--- config.mk ---
export PLATFORM = sky130hd
export DESIGN_NAME = serial_line_arbiter_timer
export DESIGN_NICKNAME = d
export VERILOG_FILES = /design/src/inc/arb_pkg.sv /design/src/hw/sync2.sv /design/src/hw/serial_line_arbiter_timer.sv
export SDC_FILE = /design/constraint.sdc
export NUM_CORES = 1
export LEC_CHECK = 0
export BUFFER_PORTS_ARGS = -buffer_cell sky130_fd_sc_hd__buf_2
export CORE_AREA = 2 2 67 69
export CTS_CLUSTER_DIAMETER = 100
export DETAILED_ROUTE_END_ITERATION = 10
export DIE_AREA = 0 0 69 71
export GPL_TIMING_DRIVEN = 0
export PLACE_DENSITY = 0.73
export SYNTH_ARGS = -nofsm -noshare
export SYNTH_HDL_FRONTEND = slang
export SYNTH_HIERARCHICAL = 1
export SYNTH_SLANG_ARGS = --single-unit
--- constraint.sdc ---
create_clock -name mclk_in -period 1.15 [get_ports mclk_in]
set_input_delay 0.1725 -clock mclk_in [delete_from_list [all_inputs] [get_ports mclk_in]]
set_output_delay 0.1725 -clock mclk_in [all_outputs]
set_load 0.03 [all_outputs]
--- src/inc/arb_pkg.sv ---
/*
 * Constants, types and register layout shared by the serial line arbiter timer.
 * Assumes a byte-wide register port with a two-bit word address.
 */
package arb_pkg;
	// Register addresses (word index on the plain register port).
	localparam logic [1:0] ADDR_CTRL = 2'h0;
	localparam logic [1:0] ADDR_COUNT = 2'h1;
	// Control register bit positions.
	localparam int B_MODE_HI = 7;
	localparam int B_MODE_LO = 6;
	localparam int B_CLK_SEL = 5;
	localparam int B_DONE = 4;
	localparam int B_RUN = 3;
	localparam int B_OVF = 2;
	localparam int B_TOP = 1;
	localparam int B_LOST = 0;
	// Arbiter modes.
	localparam logic [1:0] MODE_IDLE = 2'h0;
	localparam logic [1:0] MODE_MEAS = 2'h1;
	localparam logic [1:0] MODE_ARB = 2'h2;
	localparam logic [1:0] MODE_RSVD = 2'h3;
	// Counter values.
	localparam logic [8:0] CNT_RESET = 9'h000;
	localparam logic [8:0] CNT_ONE = 9'h001;
	localparam logic [8:0] CNT_MAX = 9'h1FF;
	localparam logic [8:0] SAMPLE_BUS = 9'h038;
	localparam logic [8:0] SAMPLE_PRESC = 9'h008;
	// Reset and idle values of the register port.
	localparam logic [7:0] CTRL_RESET = 8'h00;
	localparam logic [7:0] READ_ZERO = 8'h00;
	localparam int SYNC_W = 3;

	typedef enum logic [3:0] {
		ST_IDLE = 4'b0001,
		ST_ARMED = 4'b0010,
		ST_RUN = 4'b0100,
		ST_HALT = 4'b1000
	} arb_state_t;

	typedef struct packed {
		logic rx;
		logic tx;
		logic presc;
	} line_t;

	typedef struct packed {
		logic [1:0] mode;
		logic clk_sel;
	} ctrl_t;
endpackage

--- src/hw/sync2.sv ---
/*
 * Two-flop synchroniser for a group of slow single-bit levels.
 * Assumes the inputs are levels; the first stage feeds only the second.
 */
`timescale 1ns/1ps
`default_nettype none
module sync2 #(
	parameter int W = 3
) (
	// Clock and reset
	input wire logic clk_in,
	input wire logic rst_n_in,
	// Data
	input wire logic [W-1:0] d_in,
	output logic [W-1:0] q_out
);
	logic [W-1:0] meta_r;

	always_ff @(posedge clk_in or negedge rst_n_in) begin
		if (!rst_n_in) begin
			meta_r <= '0;
			q_out <= '0;
		end else begin
			meta_r <= d_in;
			q_out <= meta_r;
		end
	end
endmodule // sync2
`default_nettype wire

--- src/hw/serial_line_arbiter_timer.sv ---
/*
 * Arbiter timer for an enhanced serial interface: 9-bit counter for bit time
 * and break measurement, and bus arbitration that guards the transmit pin.
 * Assumes rx, transmit and prescaler clock inputs are slow against mclk_in.
 */
// The register offsets and the plain strobed port were chosen for this implementation.
// How it works
// - Low eight counter bits are readable; reset clears them.
// - Any control register write clears the counter.
// - Mode 00 holds the counter at zero and idle.
// - Clock select 0 counts at half the bus clock.
// - Clock select 0 measurement starts on a receive falling edge.
// - Clock select 0 measurement stops on the next receive falling edge.
// - Running flag while counting; finished flag set when counting stops.
// - Clock select 1 counts at half the prescaler clock.
// - Clock select 1 measurement starts on a low receive level.
// - A receive line already low starts counting at once.
// - Clock select 1 measurement stops on the next receive rising edge.
// - Mode 10 arbitrates; each transmit rising edge restarts the counter.
// - At count 38h or 08h a low receive line sets the lost flag.
// - While lost is set the transmit pin is forced high.
// - Transmit low without prior receive low resets the counter, awaits next rise.
// - Mode codes: 00 idle, 01 measure, 10 arbitrate, 11 reserved.
// - Writing upper mode bit as 0 clears lost; reset clears it.
// - Counter overflow sets a flag cleared by any control write.
// - Counter top bit readable in control; cleared by write and reset.
`timescale 1ns/1ps
`default_nettype none
module serial_line_arbiter_timer (
	// Clock and reset
	input wire logic mclk_in,
	input wire logic rstn_in,
	// Register port
	input wire logic [1:0] addr_in,
	input wire logic [7:0] wdata_in,
	input wire logic wr_in,
	input wire logic rd_in,
	output logic [7:0] rdata_out,
	// Serial lines
	input wire logic rxd_in,
	input wire logic txd_int_in,
	input wire logic presc_clk_in,
	output logic txd_pin_out
);
	logic rst_meta_r;
	logic rst_n_r;
	arb_pkg::line_t line_raw;
	arb_pkg::line_t line_s;
	arb_pkg::line_t line_prev_r;
	arb_pkg::ctrl_t ctrl_r;
	arb_pkg::arb_state_t st_r;
	arb_pkg::arb_state_t st_nxt;
	logic [8:0] cnt_r;
	logic [8:0] cnt_nxt;
	logic [8:0] sample_at;
	logic smp_r;
	logic smp_nxt;
	logic done_r;
	logic ovf_r;
	logic lost_r;
	logic lost_nxt;
	logic done_set;
	logic ovf_set;
	logic lost_set;
	logic bus_div_r;
	logic presc_div_r;
	logic tick;
	logic ctrl_wr;
	logic rx_fall;
	logic rx_rise;
	logic tx_rise;
	logic tx_fall;
	logic presc_rise;
	logic running;
	logic [7:0] rdata_r;
	logic txd_pin_r;

	function automatic logic [7:0] ctrl_image(input arb_pkg::ctrl_t c, input logic done,
			input logic run, input logic ovf, input logic top, input logic lost);
		logic [7:0] v;
		v = arb_pkg::CTRL_RESET;
		v[arb_pkg::B_MODE_HI] = c.mode[1];
		v[arb_pkg::B_MODE_LO] = c.mode[0];
		v[arb_pkg::B_CLK_SEL] = c.clk_sel;
		v[arb_pkg::B_DONE] = done;
		v[arb_pkg::B_RUN] = run;
		v[arb_pkg::B_OVF] = ovf;
		v[arb_pkg::B_TOP] = top;
		v[arb_pkg::B_LOST] = lost;
		return v;
	endfunction

	// Reset is asserted at once and released through two flops.
	always_ff @(posedge mclk_in or negedge rstn_in) begin
		if (!rstn_in) begin
			rst_meta_r <= 1'b0;
			rst_n_r <= 1'b0;
		end else begin
			rst_meta_r <= 1'b1;
			rst_n_r <= rst_meta_r;
		end
	end

	assign line_raw = '{rx: rxd_in, tx: txd_int_in, presc: presc_clk_in};

	// Edges are taken only from the second stage so each acts once.
	sync2 #(
		.W(arb_pkg::SYNC_W)
	) u_sync (
		.clk_in(mclk_in),
		.rst_n_in(rst_n_r),
		.d_in(line_raw),
		.q_out(line_s)
	);

	always_ff @(posedge mclk_in or negedge rst_n_r) begin
		if (!rst_n_r) begin
			line_prev_r <= '0;
		end else begin
			line_prev_r <= line_s;
		end
	end

	assign rx_fall = line_prev_r.rx && !line_s.rx;
	assign rx_rise = !line_prev_r.rx && line_s.rx;
	assign tx_rise = !line_prev_r.tx && line_s.tx;
	assign tx_fall = line_prev_r.tx && !line_s.tx;
	assign presc_rise = !line_prev_r.presc && line_s.presc;
	assign ctrl_wr = wr_in && (addr_in == arb_pkg::ADDR_CTRL);
	assign running = (st_r == arb_pkg::ST_RUN);

	// Counter clock dividers; a tick is one counter clock period.
	always_ff @(posedge mclk_in or negedge rst_n_r) begin
		if (!rst_n_r) begin
			bus_div_r <= 1'b0;
			presc_div_r <= 1'b0;
		end else begin
			bus_div_r <= !bus_div_r;
			if (presc_rise) begin
				presc_div_r <= !presc_div_r;
			end
		end
	end

	assign tick = ctrl_r.clk_sel ? (presc_rise && presc_div_r) : bus_div_r;
	assign sample_at = ctrl_r.clk_sel ? arb_pkg::SAMPLE_PRESC : arb_pkg::SAMPLE_BUS;

	// Control register holds mode and clock select.
	always_ff @(posedge mclk_in or negedge rst_n_r) begin
		if (!rst_n_r) begin
			ctrl_r <= '0;
		end else if (ctrl_wr) begin
			ctrl_r.mode <= wdata_in[arb_pkg::B_MODE_HI:arb_pkg::B_MODE_LO];
			ctrl_r.clk_sel <= wdata_in[arb_pkg::B_CLK_SEL];
		end
	end

	always_comb begin
		st_nxt = st_r;
		cnt_nxt = cnt_r;
		smp_nxt = smp_r;
		done_set = 1'b0;
		ovf_set = 1'b0;
		lost_set = 1'b0;
		if (tick && running) begin
			cnt_nxt = cnt_r + arb_pkg::CNT_ONE;
			ovf_set = (cnt_r == arb_pkg::CNT_MAX);
		end
		case (ctrl_r.mode)
			arb_pkg::MODE_MEAS: begin
				case (st_r)
					arb_pkg::ST_IDLE, arb_pkg::ST_ARMED: begin
						// A low level also covers a line already low at enable.
						if (ctrl_r.clk_sel ? !line_s.rx : rx_fall) begin
							st_nxt = arb_pkg::ST_RUN;
							cnt_nxt = arb_pkg::CNT_RESET;
						end else begin
							st_nxt = arb_pkg::ST_ARMED;
						end
					end
					arb_pkg::ST_RUN: begin
						if (ctrl_r.clk_sel ? rx_rise : rx_fall) begin
							st_nxt = arb_pkg::ST_HALT;
							cnt_nxt = cnt_r;
							done_set = 1'b1;
							ovf_set = 1'b0;
						end
					end
					arb_pkg::ST_HALT: begin
						st_nxt = arb_pkg::ST_HALT;
					end
					default: begin
						st_nxt = arb_pkg::ST_IDLE;
					end
				endcase
			end
			arb_pkg::MODE_ARB: begin
				if (tx_rise) begin
					st_nxt = arb_pkg::ST_RUN;
					cnt_nxt = arb_pkg::CNT_RESET;
					smp_nxt = 1'b1;
				end else if (tx_fall && !lost_r) begin
					st_nxt = arb_pkg::ST_ARMED;
					cnt_nxt = arb_pkg::CNT_RESET;
					smp_nxt = 1'b0;
				end else if (running && smp_r && cnt_r == sample_at) begin
					smp_nxt = 1'b0;
					lost_set = !line_s.rx;
				end else if (st_r == arb_pkg::ST_IDLE) begin
					st_nxt = arb_pkg::ST_ARMED;
				end
			end
			default: begin
				// Reserved mode is treated as idle so nothing can run unmanaged.
				st_nxt = arb_pkg::ST_IDLE;
				cnt_nxt = arb_pkg::CNT_RESET;
				smp_nxt = 1'b0;
			end
		endcase
		if (ctrl_wr) begin
			st_nxt = arb_pkg::ST_IDLE;
			cnt_nxt = arb_pkg::CNT_RESET;
			smp_nxt = 1'b0;
		end
	end

	always_ff @(posedge mclk_in or negedge rst_n_r) begin
		if (!rst_n_r) begin
			st_r <= arb_pkg::ST_IDLE;
			cnt_r <= arb_pkg::CNT_RESET;
			smp_r <= 1'b0;
		end else begin
			st_r <= st_nxt;
			cnt_r <= cnt_nxt;
			smp_r <= smp_nxt;
		end
	end

	// Hardware set wins over a clearing write in the same cycle.
	always_ff @(posedge mclk_in or negedge rst_n_r) begin
		if (!rst_n_r) begin
			done_r <= 1'b0;
			ovf_r <= 1'b0;
		end else begin
			done_r <= done_set || (done_r && !ctrl_wr);
			ovf_r <= ovf_set || (ovf_r && !ctrl_wr);
		end
	end

	assign lost_nxt = lost_set || (lost_r && !(ctrl_wr && !wdata_in[arb_pkg::B_MODE_HI]));

	always_ff @(posedge mclk_in or negedge rst_n_r) begin
		if (!rst_n_r) begin
			lost_r <= 1'b0;
			txd_pin_r <= 1'b1;
		end else begin
			lost_r <= lost_nxt;
			txd_pin_r <= lost_nxt || line_s.tx;
		end
	end

	always_ff @(posedge mclk_in or negedge rst_n_r) begin
		if (!rst_n_r) begin
			rdata_r <= arb_pkg::READ_ZERO;
		end else if (rd_in) begin
			case (addr_in)
				arb_pkg::ADDR_CTRL: begin
					rdata_r <= ctrl_image(ctrl_r, done_r, running, ovf_r, cnt_r[8], lost_r);
				end
				arb_pkg::ADDR_COUNT: begin
					rdata_r <= cnt_r[7:0];
				end
				default: begin
					rdata_r <= arb_pkg::READ_ZERO;
				end
			endcase
		end else begin
			rdata_r <= arb_pkg::READ_ZERO;
		end
	end

	assign rdata_out = rdata_r;
	assign txd_pin_out = txd_pin_r;

	logic meas0;
	logic meas1;
	assign meas0 = (ctrl_r.mode == arb_pkg::MODE_MEAS) && !ctrl_r.clk_sel;
	assign meas1 = (ctrl_r.mode == arb_pkg::MODE_MEAS) && ctrl_r.clk_sel;

	property p_count_read;
		@(posedge mclk_in) disable iff (!rst_n_r)
		rd_in && addr_in == arb_pkg::ADDR_COUNT |=> rdata_out == $past(cnt_r[7:0]);
	endproperty
	a_count_read: assert property (p_count_read) else $error("count read mismatch");

	property p_wr_clear;
		@(posedge mclk_in) disable iff (!rst_n_r)
		ctrl_wr |=> cnt_r == arb_pkg::CNT_RESET && (!ovf_r || $past(ovf_set));
	endproperty
	a_wr_clear: assert property (p_wr_clear) else $error("write did not clear");

	property p_idle;
		@(posedge mclk_in) disable iff (!rst_n_r)
		ctrl_r.mode == arb_pkg::MODE_IDLE && !ctrl_wr |=> cnt_r == arb_pkg::CNT_RESET && !running;
	endproperty
	a_idle: assert property (p_idle) else $error("idle counter moved");

	property p_half_rate;
		@(posedge mclk_in) disable iff (!rst_n_r)
		meas0 && running && !ctrl_wr && cnt_r == $past(cnt_r) + arb_pkg::CNT_ONE
		|=> cnt_r == $past(cnt_r) || ctrl_wr;
	endproperty
	a_half_rate: assert property (p_half_rate) else $error("counted faster than half");

	property p_start_fall;
		@(posedge mclk_in) disable iff (!rst_n_r)
		meas0 && !ctrl_wr && st_r == arb_pkg::ST_ARMED && rx_fall |=> running;
	endproperty
	a_start_fall: assert property (p_start_fall) else $error("no start on fall");

	property p_stop_fall;
		@(posedge mclk_in) disable iff (!rst_n_r)
		meas0 && !ctrl_wr && running && rx_fall |=> !running && done_r;
	endproperty
	a_stop_fall: assert property (p_stop_fall) else $error("no stop on fall");

	property p_start_low;
		@(posedge mclk_in) disable iff (!rst_n_r)
		meas1 && !ctrl_wr && !running && st_r != arb_pkg::ST_HALT && !line_s.rx |=> running;
	endproperty
	a_start_low: assert property (p_start_low) else $error("no start on low");

	property p_stop_rise;
		@(posedge mclk_in) disable iff (!rst_n_r)
		meas1 && !ctrl_wr && running && rx_rise |=> done_r && !running;
	endproperty
	a_stop_rise: assert property (p_stop_rise) else $error("no stop on rise");

	property p_arb_restart;
		@(posedge mclk_in) disable iff (!rst_n_r)
		ctrl_r.mode == arb_pkg::MODE_ARB && !ctrl_wr && tx_rise |=> running && cnt_r == arb_pkg::CNT_RESET;
	endproperty
	a_arb_restart: assert property (p_arb_restart) else $error("no restart");

	property p_lost_set;
		@(posedge mclk_in) disable iff (!rst_n_r)
		ctrl_r.mode == arb_pkg::MODE_ARB && running && smp_r && cnt_r == sample_at && !line_s.rx
		&& !tx_rise && !tx_fall |=> lost_r;
	endproperty
	a_lost_set: assert property (p_lost_set) else $error("lost not set");

	property p_pin_forced;
		@(posedge mclk_in) disable iff (!rst_n_r)
		lost_r |-> txd_pin_out;
	endproperty
	a_pin_forced: assert property (p_pin_forced) else $error("pin not forced high");

	property p_lost_clear;
		@(posedge mclk_in) disable iff (!rst_n_r)
		ctrl_wr && !wdata_in[arb_pkg::B_MODE_HI] && !lost_set |=> !lost_r;
	endproperty
	a_lost_clear: assert property (p_lost_clear) else $error("lost not cleared");

	c_measure_done: cover property (@(posedge mclk_in) disable iff (!rst_n_r) meas0 && $rose(done_r));
	c_break_done: cover property (@(posedge mclk_in) disable iff (!rst_n_r) meas1 && $rose(done_r));
	c_lost: cover property (@(posedge mclk_in) disable iff (!rst_n_r) $rose(lost_r));
	c_overflow: cover property (@(posedge mclk_in) disable iff (!rst_n_r) $rose(ovf_r));
endmodule // serial_line_arbiter_timer
`default_nettype wire

Word-level counts from Yosys, hierarchy flattened
Cells that the tools add are included.
{"block": "op_classes", "muxes": 39, "n_eq_ne": 15, "add_sub_neg": 1, "n_reduce_logical": 34}
{"op": "$mux W9", "n": 6}
{"op": "$pmux W9 S2", "n": 2}
{"op": "$mux W4", "n": 6}
{"op": "$mux W1", "n": 18}
{"op": "$pmux W8 S2", "n": 1}
{"op": "$logic_and A1 B1 Y1", "n": 15}
{"op": "$ne A5 B5 Y1 const B", "n": 3}
{"op": "$pmux W4 S3", "n": 1}
{"op": "$logic_not A1 Y1", "n": 11}
{"op": "$add A9 B1 Y9 const B", "n": 1}
{"op": "$eq A9 B6 Y1", "n": 1}
{"op": "$eq A9 B9 Y1 const B", "n": 1}
{"op": "$mux W8", "n": 1}
{"op": "$ne A4 B4 Y1 const B", "n": 2}
{"op": "$pmux W4 S2", "n": 1}
{"op": "$mux W6", "n": 1}
{"op": "$eq A2 B1 Y1 const B", "n": 2}
{"op": "$eq A4 B1 Y1 const B", "n": 1}
{"op": "$eq A4 B2 Y1 const B", "n": 1}
{"op": "$eq A4 B3 Y1 const B", "n": 1}
{"op": "$eq A4 B4 Y1 const B", "n": 1}
{"op": "$logic_or A1 B1 Y1", "n": 4}
{"op": "$mux W3", "n": 1}
{"op": "$reduce_and A3 Y1", "n": 1}
{"op": "6 further kinds", "n": 6}
{"block": "word_totals", "word_cells": 108, "inputBits": 17, "out_inout_bits": 9, "regBits": 42}

Logic depth before layout (Yosys ltp)
{"block": "logic_depth", "word_depth": 10, "mapped_depth": 7, "ltp_nobuf": 7}

Modules after synthesis
The synthesis kept the hierarchy.
{"mod": "serial_line_arbiter_timer", "seq_area_each_um2": 903.4, "area_each_um2": 1929.4, "instances": 1, "cells_each": 186}
{"mod": "sync2", "seq_area_each_um2": 150.1, "area_each_um2": 150.1, "instances": 1, "cells_each": 6}

Worst setup path after synthesis
OpenSTA, ideal clock, no wires.
{"block": "synth_path", "kind": "register to register", "start": "register ctrl_r[2] (netlist name)", "end": "register st_r[0]", "path_slack_ns": -0.697, "required_time_ns": 1.068, "stages_incl_launch_ff": 7, "period_less_slack_ns": 1.847, "n_path_buf": 0, "setup_ns": 0.082, "arrival_time_ns": 1.765, "cell_sequence": "dfrtp_1 > inv_1 > ha_1 > nor3b_2 > nand4_1 > a21oi_2 > mux2_2"}
{"block": "synth_between", "elab_chain_cells": 3, "word_cells_on_any_way": 8, "cone_classes": "eq/ne (5); mux (2); reduce/logical (1)"}
{"element": "start: declaration", "line": "serial_line_arbiter_timer.sv:50", "rtl": "arb_pkg::ctrl_t ctrl_r;"}
{"element": "$eq A2 B2 Y1 or $eq A2 B1 Y1 (tied branches)", "line": "serial_line_arbiter_timer.sv:169", "rtl": "case (ctrl_r.mode)"}
{"element": "$ne A5 B5 Y1 (no line), or another cell as far along"}
{"element": "$reduce_and A3 Y1 (no line) or $mux W4 (tied branches)"}
{"element": "end signal: assignment", "line": "serial_line_arbiter_timer.sv:229", "rtl": "st_r <= arb_pkg::ST_IDLE;"}
{"element": "end signal: assignment", "line": "serial_line_arbiter_timer.sv:233", "rtl": "st_r <= st_nxt;"}
{"element": "end: declaration", "line": "serial_line_arbiter_timer.sv:51", "rtl": "arb_pkg::arb_state_t st_r;"}
Parallel ways exist; a longest one is shown, timed or not.
A chain may end at the register's enable or synchronous reset.

Worst setup path in the final report
{"block": "layout_path", "start": "register st_r[0]", "end": "register cnt_r[6]"}
{"block": "layout_between", "elab_chain_cells": 7, "word_cells_on_any_way": 14, "cone_classes": "eq/ne (4); mux (8); reduce/logical (2)"}
{"element": "$eq A4 B3 Y1", "line": "serial_line_arbiter_timer.sv:130, serial_line_arbiter_timer.sv:171"}
{"element": "$logic_and A1 B1 Y1", "line": "serial_line_arbiter_timer.sv:165", "rtl": "if (tick && running) begin"}
{"element": "$mux W9", "line": "serial_line_arbiter_timer.sv:165"}
{"element": "$mux W9, on equally long branches", "line": "serial_line_arbiter_timer.sv:182, serial_line_arbiter_timer.sv:174, serial_line_arbiter_timer.sv:202"}
{"element": "$pmux W9 S2 or $mux W9 (tied branches)", "line": "serial_line_arbiter_timer.sv:171, serial_line_arbiter_timer.sv:198"}
{"element": "$pmux W9 S2", "line": "serial_line_arbiter_timer.sv:169"}
{"element": "$mux W9", "line": "serial_line_arbiter_timer.sv:220", "rtl": "if (ctrl_wr) begin"}
{"element": "end signal: assignment", "line": "serial_line_arbiter_timer.sv:230", "rtl": "cnt_r <= arb_pkg::CNT_RESET;"}
{"element": "end signal: assignment", "line": "serial_line_arbiter_timer.sv:234", "rtl": "cnt_r <= cnt_nxt;"}
{"element": "end: declaration", "line": "serial_line_arbiter_timer.sv:53", "rtl": "logic [8:0] cnt_r;"}
Parallel ways exist; a longest one is shown, timed or not. The select of a mux whose other input is x is not followed.

==> metrics.csv <==
stage,metric,value,unit
run_status,status,"complete, but fails checks",
run_status,failing checks,setup timing,
sta,Worst slew margin,56.7,%
drt,drt drc,0,
logic_synthesis,"Primary FF master, synth",dfrtp_1,
floorplan,CORE AREA,4200,um2
global_route,global route overflow,0,
place,"worst slack, placed",-0.908,ns
sta,Slew @ Worst Pin,0.649,ns
drt,initial DRC count,192,
finish,nets,262,
finish,FF+latch area,1060,um2
global_route,largest net degree at the start of global routing,41,
sta,Final Setup Violations,19,
finish,fin area,2800,um2
global_route,global-route wire length before repair,7780,um
cts,CTS buffer count,5,
floorplan,Die Wd,69,um
worst_setup_path,cell depth of the worst setup path,7,
logic_synthesis,Post-synth EDFFs,0,
sta,Max Fclk,532,MHz
logic_synthesis,Yosys warnings,6,
finish,Fillers,300,
worst_setup_path,"Slowest-stage cell, CP",dfstp_2,
finish,area occupied by multi-input gates,1160,um2
sta,Fin Clk Skew,0.00783,ns
floorplan,IO Pins,26,
logic_synthesis,Synth async-reset ratio,100,%
worst_setup_path,crit path to,cnt_r[6]$_DFFE_PN0P_,
drt,WL/cell,17.0,um
finish,"commonest non-fill, non-tap cell in the layout",dfrtp_1,
place,DP Wirelength,2940,um
cts,Clock Root Buffer,clkbuf_8,
worst_setup_path,critical path type,flop to flop,
logic_synthesis,Post-Synthesis Cell Area,2080,um2
global_route,initial antenna violation count,0,
finish,P&R area growth vs syn,34.8,%
cts,TritonCTS clock tree,yes,
worst_setup_path,worst reg2reg endpoint,cnt_r[6]$_DFFE_PN0P_,
worst_setup_path,R2R Setup Slk,-0.73,ns
sta,post-route minimum period,1.88,ns
worst_setup_path,path depth of the worst reg2reg path,7,
logic_synthesis,Syn Nets,214,
sta,Slew Limit Fails,0,
logic_synthesis,Post-Synthesis Cells,192,
cts,H-tree depth,2,
sta,Tcrit/Tclk final,163,%
floorplan,Initial Util,49.5,%
worst_hold_path,cell count of the worst hold path,3,
worst_setup_path,Top delay family on crit path,compound AO/OA/AOI/OAI gates,
worst_setup_path,crit-path max FO,8,
global_route,vias in the first global route,1604,
worst_setup_path,Setup crit end kind,flop,
place,routability congestion estimate,0.786,
logic_synthesis,average size of a mapped cell,10.8,um2
cts,Clock Sink Count,42,
floorplan,overall die height,71,um
drt,drt first pass iters,4,
floorplan,Rows,24,
cts,clock buffer depth,2,
drt,Via density,5.77,
worst_setup_path,CP Cell Sequence,clkbuf_16 > xnor2_4 > o31a_1 > o211ai_4 > buf_6 > o21ai_2 > a21o_1,
sta,final worst slack,-0.729,ns
finish,final core occ,66.7,%
drt,vias,1691,
finish,layout cells sized above 1,39.8,%
place,# port buffers,19,
worst_setup_path,CP arrival,2.07,ns
worst_setup_path,WP data required,1.34,ns
job,maxcap violations,0,
finish,# diodes,0,
sta,Final Hold Viols,0,
power,VDD IR-drop max,0.860,mV
power,Pleak,0.00123,uW
worst_setup_path,worst path bufs/invs,2,
drt,DRT Wirelength,4980,um
worst_setup_path,Crit path largest cell delay,0.55,ns
drt,DRT antenna net count,0,
worst_setup_path,Critical Path Start,st_r[0]$_DFFE_PN1P_,
sta,Fin Hold WS,0.0751,ns
place,placed instance area,2300,um2
cts,clk slew on worst S/H paths,0.08,ns
cts,Clock Latency Late Sink,0.30,ns
finish,most used cells in the layout excluding fill and tap cells,"dfrtp_1 (36), buf_2 (18), nor2_1 (12), nand2_1 (12), buf_6 (11)",
logic_synthesis,Yosys cell types,55,
power,Power Density,1390,nW/um2
sta,unrepaired setup endpoints after global routing,yes,
global_route,gr usage total,20.2,%
floorplan,die footprint,4900,um2
worst_setup_path,Critical R2R Launch,st_r[0]$_DFFE_PN1P_,
logic_synthesis,sequential area share after synthesis,50.7,%
logic_synthesis,post-synthesis register bit count,42,
worst_hold_path,Min-Delay Path Class,primary input to flop,
worst_setup_path,startpoint types,flop,
[per-layer routing]
metal / vias up / routed length (um) / global-route usage [%]
li1: 781 / - / -
met1: 827 / 2080 / 26.1
met3: 9 / 326 / 4.84
met4: 0 / 89 / 7.63
met2: 74 / 2480 / 33.1
met5: - / 0 / 0
[logic make-up (layout without fill, tap and decap cells)]
group / Yosys count / count (layout) / share of synthesized area (%)
xor+xnor: 5 / 5 / 2.11
fa+ha+maj: 5 / 5 / 3.01
simple gates: 70 / 70 / 19.9
other cells: 1 / 1 / 0.180
compound gates: 46 / 46 / 16.4
buf+inv: 14 / 63 / 3.31
mux: 9 / 9 / 4.39
flops: 42 / 42 / 50.7
[sequential cells by signal, summed over array words and instances (netlist names), 3 cells and up]
| signal | cells |
|---|---|
| ctrl_r | 3 |
| rdata_out | 8 |
| u_sync/q_out | 3 |
| st_r | 4 |
| u_sync/meta_r | 3 |
| line_prev_r | 3 |
| cnt_r | 9 |
[power by group]
group	internal (uW)	switching [uW]
registers	1580	125
logic	529	490
clock network	639	521
[final cells by class]
cell class	instances	area share, %
repair buffers	41	10.9
inverters	9	1.20
well taps	52	2.32
clock buffers	5	2.45
flip-flops and latches	42	37.8
plain buffers	5	2.32
clock inverters	3	1.43
multi-input cells	136	41.5
[per-stage QoR]
step | std cells | power (uW) | setup TNS (ns)
after floorplan | 192 | 2210 | -8.14
after global placement | 263 | 2340 | -14.13
after detailed placement | 263 | 2360 | -13.99
after CTS | 289 | 3760 | -10.12
final | 293 | 3890 | -11.09
after global routing | 293 | 4040 | -12.13
[worst min-delay path by stage]
stage                 from                     to
5_1_grt        wdata_in[6]  ctrl_r[1]$_DFFE_PN0P_
3_5_place_dp       rstn_in   rst_meta_r$_DFF_PN0_
2_1_floorplan      rstn_in   rst_meta_r$_DFF_PN0_
3_3_place_gp       rstn_in   rst_meta_r$_DFF_PN0_
6_report       wdata_in[5]  ctrl_r[0]$_DFFE_PN0P_
4_1_cts        wdata_in[6]  ctrl_r[1]$_DFFE_PN0P_
[synthesized netlist by cell type, types with 3 or more instances]
cell type	number	area [um2]
xnor2_1	3	26.3
inv_1	9	33.8
dfrtp_1	40	1000
nand2_1	15	56.3
mux2i_1	8	80.1
o21ai_0	13	65.1
o21bai_1	3	22.5
ha_1	5	62.6
a21oi_1	6	30.0
nand4_1	3	18.8
nand3_1	4	20.0
o31ai_1	3	22.5
nor2_1	14	52.6
nand2b_1	5	31.3
o211ai_1	4	30.0
and3_1	3	18.8
nor3b_2	3	37.5
or3b_2	3	26.3
[worst min-delay path, cell delays in order]
cell,delay (ns)
buf_2,0.07
nand2_1,0.04
nand2_1,0.05
[what timing repair did]
item	in CTS	in global routing
pin swaps	11	11
endpoints found under the setup margin	20	26
endpoints found under the hold margin	5	0
resized for setup	32	28
hold buffers	4	0
setup buffers	14	4
No activity file was read; power rests on OpenSTA's default activity.
